===== src/term_cmd_defines.svh =====
`ifndef TERM_CMD_DEFINES_SVH
`define TERM_CMD_DEFINES_SVH

// run modes for external terminals
`define RUN_MODE_FWD_REV 2'h0
`define RUN_MODE_RUN_DIR 2'h1
`define RUN_MODE_THREE_WIRE 2'h2

// run command source codes
`define SRC_KEYPAD 2'h0
`define SRC_TERMINAL 2'h1

// terminal function codes
`define FN_FWD 5'h00
`define FN_REV 5'h01
`define FN_PRESET0 5'h02
`define FN_PRESET1 5'h03
`define FN_PRESET2 5'h04
`define FN_PRESET3 5'h05
`define FN_JOG_FWD 5'h06
`define FN_JOG_REV 5'h07
`define FN_ACC2 5'h08
`define FN_ESTOP 5'h09
`define FN_BASE_BLOCK 5'h0A
`define FN_SPEED_SEARCH 5'h0B
`define FN_ENERGY_SAVE 5'h0C
`define FN_SRC_SELECT 5'h0D
`define FN_RAMP_HOLD 5'h0E
`define FN_UP 5'h0F
`define FN_DOWN 5'h10
`define FN_LAST 5'h16

// fault output mode that reports emergency stop
`define FAULT_MODE_ESTOP 4'h9

// scan timing
`define SCAN_PERIOD_NS 2000000
`define CLK_PERIOD_NS 25
`define SCAN_CYCLES (`SCAN_PERIOD_NS / `CLK_PERIOD_NS)
`define SCAN_CNT_W 17
`define SCAN_MIN 8'h01
`define SCAN_MAX 8'hC8

// jog setting limits, 0.01 Hz and 0.1 s units
`define JOG_FREQ_MIN 16'h0064
`define JOG_FREQ_MAX 16'h09C4
`define JOG_TIME_MIN 8'h01
`define JOG_TIME_MAX 8'hFF

`endif


===== src/term_cmd_pkg.sv =====
package term_cmd_pkg;
  typedef logic [4:0] func_code_t;
  typedef logic [1:0] run_mode_t;
  typedef logic [1:0] run_src_t;
  typedef logic [3:0] fault_mode_t;
  typedef enum logic [1:0] {RAMP_ACC1, RAMP_ACC2, RAMP_JOG} ramp_sel_t;
  typedef enum logic [1:0] {FREQ_SOURCE, FREQ_PRESET, FREQ_JOG} freq_sel_t;
endpackage : term_cmd_pkg


===== src/term_bus_if.sv =====
`timescale 1ns/1ps
interface term_bus_if;
  logic scan_tick;
  logic [5:0] level;
  modport src (output scan_tick, output level);
  modport dst (input scan_tick, input level);
endinterface : term_bus_if


===== src/drive_terminal_command_decoder.sv =====
// Functional notes
// - mode 0 fwd/rev inputs, 1 run plus direction, 2 three-wire.
// - in mode 0, forward and reverse together mean stop; in mode 1 they run reverse.
// - three-wire mode takes terminals one to three, ignoring their codes.
// - reverse inhibit rejects every reverse command.
// - terminal run source keeps keypad stop as emergency stop.
// - each terminal takes one of 23 function codes 0 to 22.
// - codes 0/1 run forward/reverse while held; defaults terminal one/two.
// - codes 2..5 form a 1/2/4/8 preset index, zero is base.
// - frequency priority jog, then preset, then normal source.
// - codes 6/7 jog forward/reverse with jog ramp times.
// - jog frequency limited to 1.00..25.00 Hz.
// - jog ramp times limited to 0.1..25.5 s.
// - code 8 selects ramp pair two; jog overrides both.
// - code 9 stops on decel two, flashes indicator, ignores stop method.
// - emergency stop completes; run must drop and return, or keypad run be pressed, to restart.
// - fault on emergency stop only with output mode 9.
// - code 10 cuts output to coast and flashes indicator.
// - code 11 requests speed search at start.
// - code 12 requests gradual energy-saving voltage reduction.
// - code 13 picks alternate run source when held.
// - code 14 freezes ramping while held.
// - inputs sampled each 2 ms, accepted after 1..200 equal scans.
// - up and down together are ignored.
`timescale 1ns/1ps
`include "term_cmd_defines.svh"
module drive_terminal_command_decoder (
  input wire logic mclk_i,                        // 40 MHz clock
  input wire logic rst_b_i,                       // async reset, low
  input wire logic ce_i,                          // clock enable
  input wire logic [5:0] term_pin_i,              // raw terminal pins
  input wire term_cmd_pkg::func_code_t func_i [6], // function per terminal
  input wire term_cmd_pkg::run_mode_t run_mode_i, // terminal run mode
  input wire term_cmd_pkg::run_src_t main_src_i,  // main run source
  input wire term_cmd_pkg::run_src_t alt_src_i,   // alternate run source
  input wire logic rev_inhibit_i,                 // 1 blocks reverse
  input wire logic [7:0] scan_count_i,            // equal scans needed
  input wire term_cmd_pkg::fault_mode_t fault_mode_i, // fault output mode
  input wire logic [15:0] jog_freq_i,             // jog freq, 0.01 Hz
  input wire logic [7:0] jog_acc_i,               // jog accel, 0.1 s
  input wire logic [7:0] jog_dec_i,               // jog decel, 0.1 s
  input wire logic key_stop_i,                    // keypad stop, sync
  input wire logic key_run_i,                     // keypad run, sync
  input wire logic motor_stopped_i,               // ramp reached zero
  output logic run_o,                             // run command
  output logic rev_o,                             // 1 = reverse
  output logic jog_o,                             // jog active
  output term_cmd_pkg::freq_sel_t freq_sel_o,     // frequency source
  output logic [3:0] preset_idx_o,                // preset index
  output term_cmd_pkg::ramp_sel_t ramp_sel_o,     // ramp time set
  output logic [15:0] jog_freq_o,                 // clamped jog freq
  output logic [7:0] jog_acc_o,                   // clamped jog accel
  output logic [7:0] jog_dec_o,                   // clamped jog decel
  output logic estop_o,                           // decel-2 stop active
  output logic estop_flash_o,                     // emergency indicator
  output logic coast_o,                           // output cut
  output logic coast_flash_o,                     // coast indicator
  output logic fault_o,                           // fault output
  output logic speed_search_o,                    // speed search request
  output logic energy_save_o,                     // energy saving request
  output logic alt_src_o,                         // alternate source used
  output logic ramp_hold_o,                       // ramp frozen
  output logic up_o,                              // up step request
  output logic down_o                             // down step request
);
  import term_cmd_pkg::*;

  // ----------------------------------------
  // scan filter and three-wire latch
  // ----------------------------------------
  term_bus_if tb ();
  logic tw_run;
  logic tw_rev;
  logic three_wire;

  assign three_wire = (run_mode_i == `RUN_MODE_THREE_WIRE);

  term_scan_filter u_filter (
    .mclk_i (mclk_i),
    .rst_b_i (rst_b_i),
    .ce_i (ce_i),
    .pin_i (term_pin_i),
    .scans_i (scan_count_i),
    .bus (tb.src)
  );

  three_wire_latch u_three (
    .mclk_i (mclk_i),
    .rst_b_i (rst_b_i),
    .ce_i (ce_i),
    .enable_i (three_wire),
    .bus (tb.dst),
    .run_o (tw_run),
    .rev_o (tw_rev)
  );

  // ----------------------------------------
  // function decode
  // ----------------------------------------
  // any terminal with the code asserted, except terminals one to three when skip3 is set
  function automatic logic fn_on(input func_code_t code,
                                 input logic [5:0] lvl,
                                 input func_code_t tab [6],
                                 input logic skip3);
    logic hit;
    hit = 1'b0;
    for (int i = 0; i < 6; i++) begin
      if (lvl[i] && tab[i] == code && tab[i] <= `FN_LAST &&
          !(skip3 && i < 3)) begin
        hit = 1'b1;
      end
    end
    return hit;
  endfunction : fn_on

  function automatic logic [15:0] clamp16(input logic [15:0] v,
                                          input logic [15:0] lo,
                                          input logic [15:0] hi);
    return (v < lo) ? lo : (v > hi) ? hi : v;
  endfunction : clamp16

  logic [5:0] lvl;
  logic f_fwd, f_rev, f_jf, f_jr, f_acc2, f_estop, f_bb;
  logic f_ss, f_es, f_src, f_hold, f_up, f_down;
  logic [3:0] pidx;

  assign lvl = tb.level;
  always_comb begin
    f_fwd = fn_on(`FN_FWD, lvl, func_i, three_wire);
    f_rev = fn_on(`FN_REV, lvl, func_i, three_wire);
    f_jf = fn_on(`FN_JOG_FWD, lvl, func_i, three_wire);
    f_jr = fn_on(`FN_JOG_REV, lvl, func_i, three_wire);
    f_acc2 = fn_on(`FN_ACC2, lvl, func_i, three_wire);
    f_estop = fn_on(`FN_ESTOP, lvl, func_i, three_wire);
    f_bb = fn_on(`FN_BASE_BLOCK, lvl, func_i, three_wire);
    f_ss = fn_on(`FN_SPEED_SEARCH, lvl, func_i, three_wire);
    f_es = fn_on(`FN_ENERGY_SAVE, lvl, func_i, three_wire);
    f_src = fn_on(`FN_SRC_SELECT, lvl, func_i, three_wire);
    f_hold = fn_on(`FN_RAMP_HOLD, lvl, func_i, three_wire);
    f_up = fn_on(`FN_UP, lvl, func_i, three_wire);
    f_down = fn_on(`FN_DOWN, lvl, func_i, three_wire);
    pidx = {fn_on(`FN_PRESET3, lvl, func_i, three_wire),
            fn_on(`FN_PRESET2, lvl, func_i, three_wire),
            fn_on(`FN_PRESET1, lvl, func_i, three_wire),
            fn_on(`FN_PRESET0, lvl, func_i, three_wire)};
  end

  // ----------------------------------------
  // run command
  // ----------------------------------------
  run_src_t src;
  logic term_src;
  logic t_run, t_rev, want_run, want_rev, jog_req;

  // code 13 chooses the alternate source
  assign src = f_src ? alt_src_i : main_src_i;
  assign term_src = (src == `SRC_TERMINAL);

  always_comb begin
    t_run = 1'b0;
    t_rev = 1'b0;
    unique case (run_mode_i)
      `RUN_MODE_FWD_REV: begin
        t_run = f_fwd ^ f_rev;
        t_rev = f_rev & ~f_fwd;
      end
      `RUN_MODE_RUN_DIR: begin
        t_run = f_fwd;
        t_rev = f_rev;
      end
      `RUN_MODE_THREE_WIRE: begin
        t_run = tw_run;
        t_rev = tw_rev;
      end
      default: begin
        t_run = 1'b0;
        t_rev = 1'b0;
      end
    endcase
    jog_req = f_jf ^ f_jr;
    want_run = term_src & (t_run | jog_req);
    want_rev = jog_req ? f_jr : t_rev;
  end

  // ----------------------------------------
  // emergency stop and restart lockout
  // ----------------------------------------
  logic estop_r;
  logic relock_r;
  logic flash_r;
  logic [22:0] flash_cnt_r;

  // keypad stop acts as emergency stop when the terminal run source is selected
  always_ff @(posedge mclk_i or negedge rst_b_i) begin
    if (!rst_b_i) begin
      estop_r <= 1'b0;
      relock_r <= 1'b0;
    end else if (ce_i) begin
      if (f_estop || (term_src && key_stop_i)) begin
        estop_r <= 1'b1;
        relock_r <= 1'b1;
      end else if (estop_r && motor_stopped_i) begin
        estop_r <= 1'b0;
      end else if (!estop_r && relock_r &&
                   (!(t_run | jog_req) || key_run_i)) begin
        // run dropped or keypad run re-arms
        relock_r <= 1'b0;
      end
    end
  end

  // slow blink shared by both indicators, about 2.4 Hz, starts lit
  always_ff @(posedge mclk_i or negedge rst_b_i) begin
    if (!rst_b_i) begin
      flash_cnt_r <= 23'h000000;
      flash_r <= 1'b0;
    end else if (ce_i) begin
      flash_cnt_r <= flash_cnt_r + 23'h000001;
      if (flash_cnt_r == 23'h000000) flash_r <= ~flash_r;
    end
  end

  // ----------------------------------------
  // registered outputs
  // ----------------------------------------
  always_ff @(posedge mclk_i or negedge rst_b_i) begin
    if (!rst_b_i) begin
      run_o <= 1'b0;
      rev_o <= 1'b0;
      jog_o <= 1'b0;
      alt_src_o <= 1'b0;
    end else if (ce_i) begin
      run_o <= want_run & ~estop_r & ~relock_r & ~f_bb &
               ~(want_rev & rev_inhibit_i);
      rev_o <= want_rev & ~rev_inhibit_i;
      jog_o <= term_src & jog_req;
      alt_src_o <= f_src;
    end
  end

  always_ff @(posedge mclk_i or negedge rst_b_i) begin
    if (!rst_b_i) begin
      freq_sel_o <= FREQ_SOURCE;
      preset_idx_o <= 4'h0;
      ramp_sel_o <= RAMP_ACC1;
    end else if (ce_i) begin
      preset_idx_o <= pidx;
      if (jog_req) freq_sel_o <= FREQ_JOG;
      else if (pidx != 4'h0) freq_sel_o <= FREQ_PRESET;
      else freq_sel_o <= FREQ_SOURCE;
      if (jog_req) ramp_sel_o <= RAMP_JOG;
      else if (f_acc2 || estop_r) ramp_sel_o <= RAMP_ACC2;
      else ramp_sel_o <= RAMP_ACC1;
    end
  end

  always_ff @(posedge mclk_i or negedge rst_b_i) begin
    if (!rst_b_i) begin
      jog_freq_o <= `JOG_FREQ_MIN;
      jog_acc_o <= `JOG_TIME_MIN;
      jog_dec_o <= `JOG_TIME_MIN;
    end else if (ce_i) begin
      jog_freq_o <= clamp16(jog_freq_i, `JOG_FREQ_MIN, `JOG_FREQ_MAX);
      jog_acc_o <= 8'(clamp16({8'h00, jog_acc_i}, {8'h00, `JOG_TIME_MIN},
                              {8'h00, `JOG_TIME_MAX}));
      jog_dec_o <= 8'(clamp16({8'h00, jog_dec_i}, {8'h00, `JOG_TIME_MIN},
                              {8'h00, `JOG_TIME_MAX}));
    end
  end

  always_ff @(posedge mclk_i or negedge rst_b_i) begin
    if (!rst_b_i) begin
      estop_o <= 1'b0;
      estop_flash_o <= 1'b0;
      fault_o <= 1'b0;
      coast_o <= 1'b0;
      coast_flash_o <= 1'b0;
    end else if (ce_i) begin
      estop_o <= estop_r;
      estop_flash_o <= estop_r & flash_r;
      fault_o <= estop_r & (fault_mode_i == `FAULT_MODE_ESTOP);
      coast_o <= f_bb;
      coast_flash_o <= f_bb & flash_r;
    end
  end

  always_ff @(posedge mclk_i or negedge rst_b_i) begin
    if (!rst_b_i) begin
      speed_search_o <= 1'b0;
      energy_save_o <= 1'b0;
      ramp_hold_o <= 1'b0;
      up_o <= 1'b0;
      down_o <= 1'b0;
    end else if (ce_i) begin
      speed_search_o <= f_ss & want_run & ~run_o;
      energy_save_o <= f_es;
      ramp_hold_o <= f_hold;
      up_o <= f_up & ~f_down;
      down_o <= f_down & ~f_up;
    end
  end

  // ----------------------------------------
  // checks
  // ----------------------------------------
  fwd_rev_stop_a: assert property (@(posedge mclk_i) disable iff (!rst_b_i)
    ce_i && run_mode_i == `RUN_MODE_FWD_REV && f_fwd && f_rev && !jog_req
    |=> !run_o) else $error("fwd and rev together did not stop");
  rev_inhibit_a: assert property (@(posedge mclk_i) disable iff (!rst_b_i)
    rev_inhibit_i && ce_i |=> !rev_o) else $error("reverse leaked");
  jog_priority_a: assert property (@(posedge mclk_i) disable iff (!rst_b_i)
    ce_i && jog_req |=> freq_sel_o == FREQ_JOG && ramp_sel_o == RAMP_JOG)
    else $error("jog not prioritised");
  estop_hold_a: assert property (@(posedge mclk_i) disable iff (!rst_b_i)
    ce_i && f_estop ##1 (!motor_stopped_i && ce_i) |=> estop_o)
    else $error("estop ended early");
  fault_mode_a: assert property (@(posedge mclk_i) disable iff (!rst_b_i)
    ce_i && fault_mode_i != `FAULT_MODE_ESTOP |=> !fault_o)
    else $error("fault without mode 9");
  base_block_a: assert property (@(posedge mclk_i) disable iff (!rst_b_i)
    ce_i && f_bb |=> coast_o && !run_o) else $error("no coast");
  jog_clamp_a: assert property (@(posedge mclk_i) disable iff (!rst_b_i)
    jog_freq_o >= `JOG_FREQ_MIN && jog_freq_o <= `JOG_FREQ_MAX)
    else $error("jog freq out of range");
  updown_a: assert property (@(posedge mclk_i) disable iff (!rst_b_i)
    !(up_o && down_o)) else $error("up and down together");
  level_on_scan_a: assert property (@(posedge mclk_i) disable iff (!rst_b_i)
    $changed(tb.level) |-> tb.scan_tick)
    else $error("filtered level moved off a scan tick");
  c_run: cover property (@(posedge mclk_i) disable iff (!rst_b_i) run_o);
  c_estop: cover property (@(posedge mclk_i) disable iff (!rst_b_i)
    estop_o ##1 !estop_o);
  c_preset: cover property (@(posedge mclk_i) disable iff (!rst_b_i)
    freq_sel_o == FREQ_PRESET);
endmodule : drive_terminal_command_decoder


===== src/term_scan_filter.sv =====
`timescale 1ns/1ps
`include "term_cmd_defines.svh"
module term_scan_filter (
  input wire logic mclk_i,          // clock
  input wire logic rst_b_i,         // async reset, low
  input wire logic ce_i,            // clock enable
  input wire logic [5:0] pin_i,     // raw terminals, async
  input wire logic [7:0] scans_i,   // required equal scans
  term_bus_if.src bus                // filtered levels
);
  logic [5:0] sync1_r;
  logic [5:0] sync2_r;
  logic [`SCAN_CNT_W-1:0] tick_cnt_r;
  logic [5:0] last_r;
  logic [7:0] same_cnt_r [6];
  logic tick;
  logic [7:0] need;

  assign tick = (tick_cnt_r == `SCAN_CNT_W'(`SCAN_CYCLES - 1));
  assign need = (scans_i < `SCAN_MIN) ? `SCAN_MIN :
                (scans_i > `SCAN_MAX) ? `SCAN_MAX : scans_i;

  always_ff @(posedge mclk_i or negedge rst_b_i) begin
    if (!rst_b_i) begin
      sync1_r <= 6'h00;
      sync2_r <= 6'h00;
    end else if (ce_i) begin
      sync1_r <= pin_i;
      sync2_r <= sync1_r;
    end
  end

  always_ff @(posedge mclk_i or negedge rst_b_i) begin
    if (!rst_b_i) begin
      tick_cnt_r <= '0;
    end else if (ce_i) begin
      tick_cnt_r <= tick ? '0 : tick_cnt_r + `SCAN_CNT_W'(1);
    end
  end

  always_ff @(posedge mclk_i or negedge rst_b_i) begin
    if (!rst_b_i) begin
      last_r <= 6'h00;
      bus.level <= 6'h00;
      bus.scan_tick <= 1'b0;
      for (int i = 0; i < 6; i++) same_cnt_r[i] <= 8'h00;
    end else if (ce_i) begin
      bus.scan_tick <= tick;
      if (tick) begin
        last_r <= sync2_r;
        for (int i = 0; i < 6; i++) begin
          if (sync2_r[i] != last_r[i]) begin
            same_cnt_r[i] <= 8'h01;
            if (need == 8'h01) bus.level[i] <= sync2_r[i];
          end else begin
            if (same_cnt_r[i] < need) same_cnt_r[i] <= same_cnt_r[i] + 8'h01;
            if (same_cnt_r[i] + 8'h01 >= need) bus.level[i] <= sync2_r[i];
          end
        end
      end
    end
  end
endmodule : term_scan_filter


===== src/three_wire_latch.sv =====
`timescale 1ns/1ps
`include "term_cmd_defines.svh"
module three_wire_latch (
  input wire logic mclk_i,   // clock
  input wire logic rst_b_i,  // async reset, low
  input wire logic ce_i,     // clock enable
  input wire logic enable_i, // three-wire mode active
  term_bus_if.dst bus,        // filtered terminals
  output logic run_o,        // latched run
  output logic rev_o         // direction, 1 = reverse
);
  // latch on start, clear on stop open
  always_ff @(posedge mclk_i or negedge rst_b_i) begin
    if (!rst_b_i) begin
      run_o <= 1'b0;
      rev_o <= 1'b0;
    end else if (ce_i) begin
      rev_o <= bus.level[2];
      if (!enable_i || !bus.level[1]) begin
        run_o <= 1'b0;
      end else if (bus.level[0]) begin
        run_o <= 1'b1;
      end
    end
  end
endmodule : three_wire_latch


===== config.mk =====
export PLATFORM = sky130hd
export DESIGN_NAME = drive_terminal_command_decoder
export DESIGN_NICKNAME = d
export VERILOG_FILES = /design/src/term_cmd_pkg.sv /design/src/term_bus_if.sv /design/src/drive_terminal_command_decoder.sv /design/src/term_scan_filter.sv /design/src/three_wire_latch.sv
export VERILOG_INCLUDE_DIRS = /design/src /design/src/src
export SDC_FILE = /design/constraint.sdc
export NUM_CORES = 1
export LEC_CHECK = 0
export BUFFER_PORTS_ARGS = -buffer_cell sky130_fd_sc_hd__buf_2
export CORE_UTILIZATION = 40
export CTS_CLUSTER_DIAMETER = 100
export DETAILED_ROUTE_END_ITERATION = 6
export SLEW_MARGIN = 20
export SYNTH_ARGS = -nofsm -noshare
export SYNTH_HDL_FRONTEND = slang
export SYNTH_SLANG_ARGS = --single-unit
export TNS_END_PERCENT = 100

===== constraint.sdc =====
create_clock -name mclk_i -period 6.4 [get_ports mclk_i]
set_input_delay 0 -clock mclk_i [delete_from_list [all_inputs] [get_ports mclk_i]]
set_output_delay 0 -clock mclk_i [all_outputs]
set_load 0.01 [all_outputs]

# Word-level counts from Yosys, hierarchy flattened
# Cells that the tools add are included.
op_classes:
  addsub: 8
  magnitude_cmp: 24
  eq_ne: 115
  mux: 154
  bitwise_logic: 29
  reduce_logical: 308
op_table:
  columns: ["operator", "n"]
  rows:
  - ["$logic_and 1x1->1", 259]
  - ["$eq 5x4->1 const B", 48]
  - ["$mux 1", 130]
  - ["$mux 8", 16]
  - ["$eq 5x3->1 const B", 24]
  - ["$eq 5x2->1 const B", 12]
  - ["$add 8x1->8 const B", 6]
  - ["$ge 8x8->1", 6]
  - ["$lt 8x8->1", 6]
  - ["$mux 16", 2]
  - ["$eq 5x1->1 const B", 6]
  - ["$eq 5x5->1 const B", 6]
  - ["$le 5x5->1 const B", 6]
  - ["$logic_not 5->1", 6]
  - ["$reduce_bool 2->1", 15]
  - ["$lt 8x1->1 const B", 3]
  - ["$reduce_and 4->1", 6]
  - ["$add 23x1->23 const B", 1]
  - ["$logic_not 23->1", 1]
  - ["$reduce_and 3->1", 7]
  - ["$add 17x1->17 const B", 1]
  - ["$eq 17x17->1 const B", 1]
  - ["$mux 17", 1]
  - ["$and 1x1->1", 16]
  - ["other kinds (20)", 53]
totals:
  regBits: 171
  inputBits: 93
  out_inout_bits: 54

# Depth between registers and ports, before layout
logic_depth:
  ltp_word: 19
  mapped_depth: 14
  ltp_nobuf: 12

# Cells and area by module
# From an unflattened synthesis, not the netlist that was laid out.
hier_totals:
  hier_cells: 1300
  area_unflattened_um2: 11868.9
by_module_without_submodules:
  columns: ["mod", "n_inst", "cells_per_inst", "area_per_inst_um2", "seq_area_each_um2"]
  rows:
  - ["term_scan_filter", 1, 811, 7243.2, 2252.2]
  - ["drive_terminal_command_decoder", 1, 483, 4546.9, 1983.2]
  - ["three_wire_latch", 1, 6, 78.8, 50.0]

# Least setup slack after synthesis
# Ideal clock, no wire load.
synth_path:
  path_type: "input to register"
  from: "input scan_count_i[7]"
  to: "register u_filter.same_cnt_r[33] (netlist bit)"
  arrival_ns: 2.776
  setup_slack_ns: 3.506
  path_stages: 12
  n_path_buf: 1
  path_cell_list: "nor4_1 -> nand2_1 -> o21ai_0 -> ha_1 -> nor2b_1 -> o21a_1 -> o211ai_1 -> a31oi_1 -> a211o_1 -> clkbuf_1 -> a21o_1 -> a21o_1"
synth_via:
  elab_chain_cells: 6
synth_rtl:
  columns: ["item", "line", "source"]
  rows:
  - ["from (decl)", "drive_terminal_command_decoder.sv:37", "input wire logic [7:0] scan_count_i,"]
  - ["$gt 8x8->1 (no source line)", null, null]
  - ["$mux 8", "term_scan_filter.sv:21", "(scans_i > `SCAN_MAX) ? `SCAN_MAX : scans_i;"]
  - ["$mux 8 (*)", "term_scan_filter.sv:20", "assign need = (scans_i < `SCAN_MIN) ? `SCAN_MIN :"]
  - ["$lt 8x8->1 (*)", "term_scan_filter.sv:56", "if (same_cnt_r[i] < need) same_cnt_r[i] <= same_cnt_r[i] + 8'h01;"]
  - ["$reduce_bool 2->1 (no source line) (*)", null, null]
  - ["$reduce_and 3->1 (no source line) (*)", null, null]
  - ["to (signal, indexed assignment)", "term_scan_filter.sv:53", "same_cnt_r[i] <= 8'h01;"]
  - ["to (decl)", "term_scan_filter.sv:15", "logic [7:0] same_cnt_r [6];"]
# Every way passes the cells marked *; elsewhere a longest branch is shown, timed or not.
# A chain may end at the register's enable or synchronous reset.

# Worst setup path after layout
layout_path:
  from: "register u_filter.bus.level[2]"
  to: "register relock_r"
layout_via:
  elab_chain_cells: 15
layout_rtl:
  columns: ["item", "line", "source"]
  rows:
  - ["from (decl)", "term_bus_if.sv:5", "modport src (output scan_tick, output level);"]
  - ["from (signal, indexed assignment)", "term_scan_filter.sv:54", "if (need == 8'h01) bus.level[i] <= sync2_r[i];"]
  - ["from (signal, indexed assignment)", "term_scan_filter.sv:57", "if (same_cnt_r[i] + 8'h01 >= need) bus.level[i] <= sync2_r[i];"]
  - ["$logic_and 1x1->1", "drive_terminal_command_decoder.sv:108", "if (lvl[i] && tab[i] == code && tab[i] <= `FN_LAST &&"]
  - ["$logic_and 1x1->1 (no source line)", null, null]
  - ["$logic_and 1x1->1", "drive_terminal_command_decoder.sv:108", null]
  - ["$mux 1 (4 in series)", "drive_terminal_command_decoder.sv:108", null]
  - ["$xor 1x1->1", "drive_terminal_command_decoder.sv:164", "t_run = f_fwd ^ f_rev;"]
  - ["$pmux 1 s3", "drive_terminal_command_decoder.sv:162", "unique case (run_mode_i)"]
  - ["$or 1x1->1", "drive_terminal_command_decoder.sv:205", "(!(t_run | jog_req) || key_run_i)) begin"]
  - ["$logic_not 1->1", "drive_terminal_command_decoder.sv:205", null]
  - ["$logic_or 1x1->1", "drive_terminal_command_decoder.sv:205", null]
  - ["$logic_and 1x1->1", "drive_terminal_command_decoder.sv:204", "end else if (!estop_r && relock_r &&"]
  - ["$reduce_bool 2->1 (no source line)", null, null]
  - ["$reduce_and 3->1 (no source line)", null, null]
  - ["to (signal assigned)", "drive_terminal_command_decoder.sv:197", "relock_r <= 1'b0;"]
  - ["to (signal assigned)", "drive_terminal_command_decoder.sv:201", "relock_r <= 1'b1;"]
  - ["to (signal assigned)", "drive_terminal_command_decoder.sv:207", "relock_r <= 1'b0;"]
  - ["to (decl)", "drive_terminal_command_decoder.sv:189", "logic relock_r;"]
# Parallel ways exist; a longest one is shown, timed or not.

==> run summary <==
detailed-route DRC error count: 0
Die Ht: 171 um
area growth from synthesis to layout: 18.6%
largest cells by area after synthesis: dfrtp_1, ha_1, nand2_1
Max rail drop VDD: 0.160 mV
buffer cell driving the clock tree root: clkbuf_16
initial drt markers: 631
leading register cell type out of synthesis: dfrtp_1
post-synthesis instance total: 1190
clock-pin slew reported for the worst setup and hold paths after clock tree synthesis: 0.07 ns
library cells used by synthesis: 98
wire per inst: 16.7 um
most area-hungry cell type in the Yosys netlist: dfrtp_1
required time of the critical path: 6.76 ns
cell with the largest stage delay on the worst path: dlygate4sd3_1
final number of max-transition violations: 0
clock skew: 0.0133 ns
width of the die: 171 um
setup slack, reg-to-reg: 3.11 ns
Yosys top cell area share: 36.2%
share of flip-flops with an asynchronous set or reset: 100%
number of buffer cells added on primary ports: 146
delay-heaviest family, CP: compound AO/OA/AOI/OAI gates
number of cells in the finished layout apart from fillers: 1767
share of total power consumed by net switching: 28.2%
count of maximum capacitance violations: 0
number of nets in the finished design: 1574
FILL cells: 2670
WP data arrival: 3.65 ns
first-pass GRT wire length: 48200 um
cts bufs inserted: 17
net count of the mapped netlist: 1389
Slew Limit Headroom: 29.4%
status: completed
Worst-Margin Slew: 1.05 ns
peak fanout along the critical path: 10
final number of hold-violating endpoints: 0
dpl cells: 1688
Die Area: 29200 um^2
later-pin clock latency in the skew report: 0.44 ns
Switching Power: 731 uW
power density over the cells: 192 nW/um^2
cell internal pwr: 1.86 mW
antenna-violating nets left: 0
number of setup buffers added after CTS: 0
sequential cell area fraction in the yosys report: 37.3%
Tot GR Track Use: 20.8%
DRT Wirelength: 29500 um
Max Freq: 304 MHz
part of the power in combinational logic: 14.1%
register share of total power: 47.0%
via count of the first global-routing pass: 9172
count of cells resized by post-cts repair: 0
pin count of the biggest net entering global routing: 83
total setup violations reported at the end of the flow: 0
synthesis-stage register bit count: 170
Final HPWL DP: 21500 um
vias per std cell: 5.45
routability cong.: 0.938
clock tree from TritonCTS: built
number of sinks on the clock net: 170
endpoint kind of the worst setup timing path: flop
CP cell instances: nand4bb_1 > a2bb2oi_1 > a21oi_1 > or3b_2 > ha_1 > nor2_1 > a21oi_1 > o22ai_1 > nor2_2 > o311ai_2 > dlygate4sd3_1
slowest stage delay, CP: 0.58 ns
fin crit share: 51.3%
Cell Rows: 61
Core Footprint: 27900 um^2
classification of the worst setup path: flop to flop
antenna violations before repair: 1
setup repair after global routing missed its margin: no
detailed-route via count: 9628
CTS max path bufs: 2
starting density of the core: 40.8%
ports placed on the boundary: 147
ratio of cells with drive above 1 in the final layout: 19.2%
proportion of power drawn by the clock network: 39.0%
final critical delay including setup and external delays: 3.29 ns
Most Frequent Cell on Critical Path: a21oi_1
Yosys warning total: 0
number of H-tree levels: 4
cell area after synthesis: 11400 um^2
setup TNS after final layout: 0 ns
post-synthesis average cell area: 9.59 um^2
CTS hold repair buffers: 46
critical path startpoint category: flop
aggregate global routing overflow: 0
worst hold-check path type: primary input to flop
total leakage power: 6.50 nW
total iterations of the first detailed-routing run: 7
count of buffer and inverter cells on the critical path: 1
number of synthesized flops with an enable pin: 0
## per-stage QoR
step                instance area (um^2)  hold WS [ns]  util, %  worst slack, ns  power, mW
floorplan                          11400        -0.296        -             3.51       1.43
global placement                   12500        0.0198     44.7             3.09       1.57
detailed placement                 12500        0.0168     44.7             3.08       1.58
CTS                                13500        0.0167     48.4             3.12       2.63
global route                       13500        0.0955     48.4             2.95       2.72
finish                             13500        0.0337     48.4             3.11       2.59
## worst register-to-register path: cells and delay by family, from the launching register on
kind | cells | cell delay [ns]
compound gates | 5 | 0.95
simple gates | 4 | 0.91
buf+inv | 1 | 0.58
flops | 1 | 0.51
fa+ha+maj | 1 | 0.28
## power by group through the flow
| stage | combinational [mW] | clock [mW] | sequential, mW |
|---|---|---|---|
| after floorplan | 0.203 | 0 | 1.23 |
| after global placement | 0.336 | 0 | 1.24 |
| after detailed placement | 0.342 | 0 | 1.24 |
| after CTS | 0.366 | 1.04 | 1.22 |
| after global routing | 0.409 | 1.08 | 1.23 |
| final | 0.364 | 1.01 | 1.22 |
## sequential cells by signal, summed over array words and instances (netlist names), 2 cells and up
register,cells
u_filter.same_cnt_r,48
freq_sel_o,2
u_filter.bus.level,6
u_filter.tick_cnt_r,17
jog_dec_o,8
preset_idx_o,4
u_filter.sync2_r,6
jog_acc_o,8
jog_freq_o,16
u_filter.last_r,6
flash_cnt_r,23
u_filter.sync1_r,6
## synth_stat cells (12+ instances only)
library cell	count
ha_1	106
inv_1	34
a22o_1	12
nand4_1	24
xnor2_1	42
o22ai_1	12
nand2_1	129
dfrtp_1	165
o21a_1	13
nor2b_1	23
nand2b_1	22
a21o_1	41
nor3b_1	16
a211oi_1	14
o21ai_0	47
a21oi_1	47
mux2_2	31
clkbuf_1	14
xor2_1	29
nor2_1	77
nand3_1	44
nor3_1	30
## routing by layer
metal / routed length, um / GRT usage [%]
met5: 0 / 0
met2: 13700 / 32.8
met4: 376 / 5.71
met3: 1250 / 2.94
met1: 14200 / 29.8
## final timing paths
| path | to | cells after the start | from |
|---|---|---|---|
| max | relock_r$_DFFE_PN0P_ | 11 | u_filter.bus.level[2]$_DFFE_PN0P_ |
| min | jog_freq_o[7]$_DFFE_PN0P_ | 5 | jog_freq_i[13] |
| max reg2reg | relock_r$_DFFE_PN0P_ | 11 | u_filter.bus.level[2]$_DFFE_PN0P_ |
| min reg2reg | flash_cnt_r[22]$_DFFE_PN0P_ | 1 | flash_cnt_r[22]$_DFFE_PN0P_ |
| max in group asynchronous | freq_sel_o[0]$_DFFE_PN0P_ | 3 | rst_b_i |
| min in group asynchronous | u_filter.same_cnt_r[12]$_DFFE_PN0P_ | 2 | rst_b_i |
## final cells by class
| cell class | count | area [um^2] | area share [%] |
|---|---|---|---|
| multi-input combinational | 956 | 6870 | 50.8 |
| antenna | 1 | 2.50 | 0.0185 |
| clock inverter | 12 | 130 | 0.962 |
| timing repair buffer | 196 | 1230 | 9.09 |
| tap | 378 | 473 | 3.50 |
| sequential | 170 | 4260 | 31.5 |
| clock buffer | 20 | 437 | 3.23 |
| inverter | 34 | 128 | 0.943 |
## kinds of logic (layout without fill, tap and decap cells)
| kind of cell | after synthesis | after routing | synth area share (%) |
|---|---|---|---|
| fa+ha+maj | 106 | 106 | 11.6 |
| mux | 36 | 36 | 3.50 |
| xor+xnor | 71 | 71 | 5.45 |
| buf+inv | 64 | 262 | 2.46 |
| flops | 170 | 170 | 37.3 |
| compound gates | 282 | 282 | 17.7 |
| simple gates | 461 | 461 | 21.9 |
| other cells | 0 | 1 | 0 |
## cells in the final DEF, fill, tap and decap left out, types with 5 or more instances in the layout
| cell type | Yosys | routed |
|---|---|---|
| clkbuf_16 | 0 | 17 |
| buf_2 | 5 | 144 |
| and3_1 | 11 | 11 |
| nor3b_1 | 16 | 16 |
| or3_1 | 5 | 5 |
| dfrtp_1 | 165 | 165 |
| inv_1 | 34 | 34 |
| o22ai_1 | 12 | 12 |
| o211ai_1 | 9 | 9 |
| o2bb2ai_1 | 5 | 5 |
| ha_1 | 106 | 106 |
| dfstp_2 | 5 | 5 |
| nor2_1 | 77 | 77 |
| a22o_1 | 12 | 12 |
| nor2b_1 | 23 | 23 |
| a31oi_1 | 9 | 9 |
| nor3_1 | 30 | 30 |
| o21ai_0 | 47 | 46 |
| a22oi_1 | 10 | 10 |
| o21ai_1 | 6 | 7 |
| mux2_2 | 31 | 31 |
| a21o_1 | 41 | 41 |
| xnor2_1 | 42 | 42 |
| nand2_2 | 5 | 5 |
| nor4_1 | 11 | 11 |
| nand3_1 | 44 | 44 |
| nand2b_1 | 22 | 22 |
| nand4_1 | 24 | 24 |
| dlygate4sd3_1 | 0 | 46 |
| mux2i_1 | 5 | 5 |
| nand3b_1 | 7 | 7 |
| buf_4 | 2 | 5 |
| nand2_1 | 129 | 129 |
| o21a_1 | 13 | 13 |
| or2_2 | 9 | 9 |
| a21oi_1 | 47 | 47 |
| nand4bb_1 | 5 | 5 |
| xor2_1 | 29 | 29 |
| a211oi_1 | 14 | 14 |
Note: power is estimated with default switching activity, not from simulation.
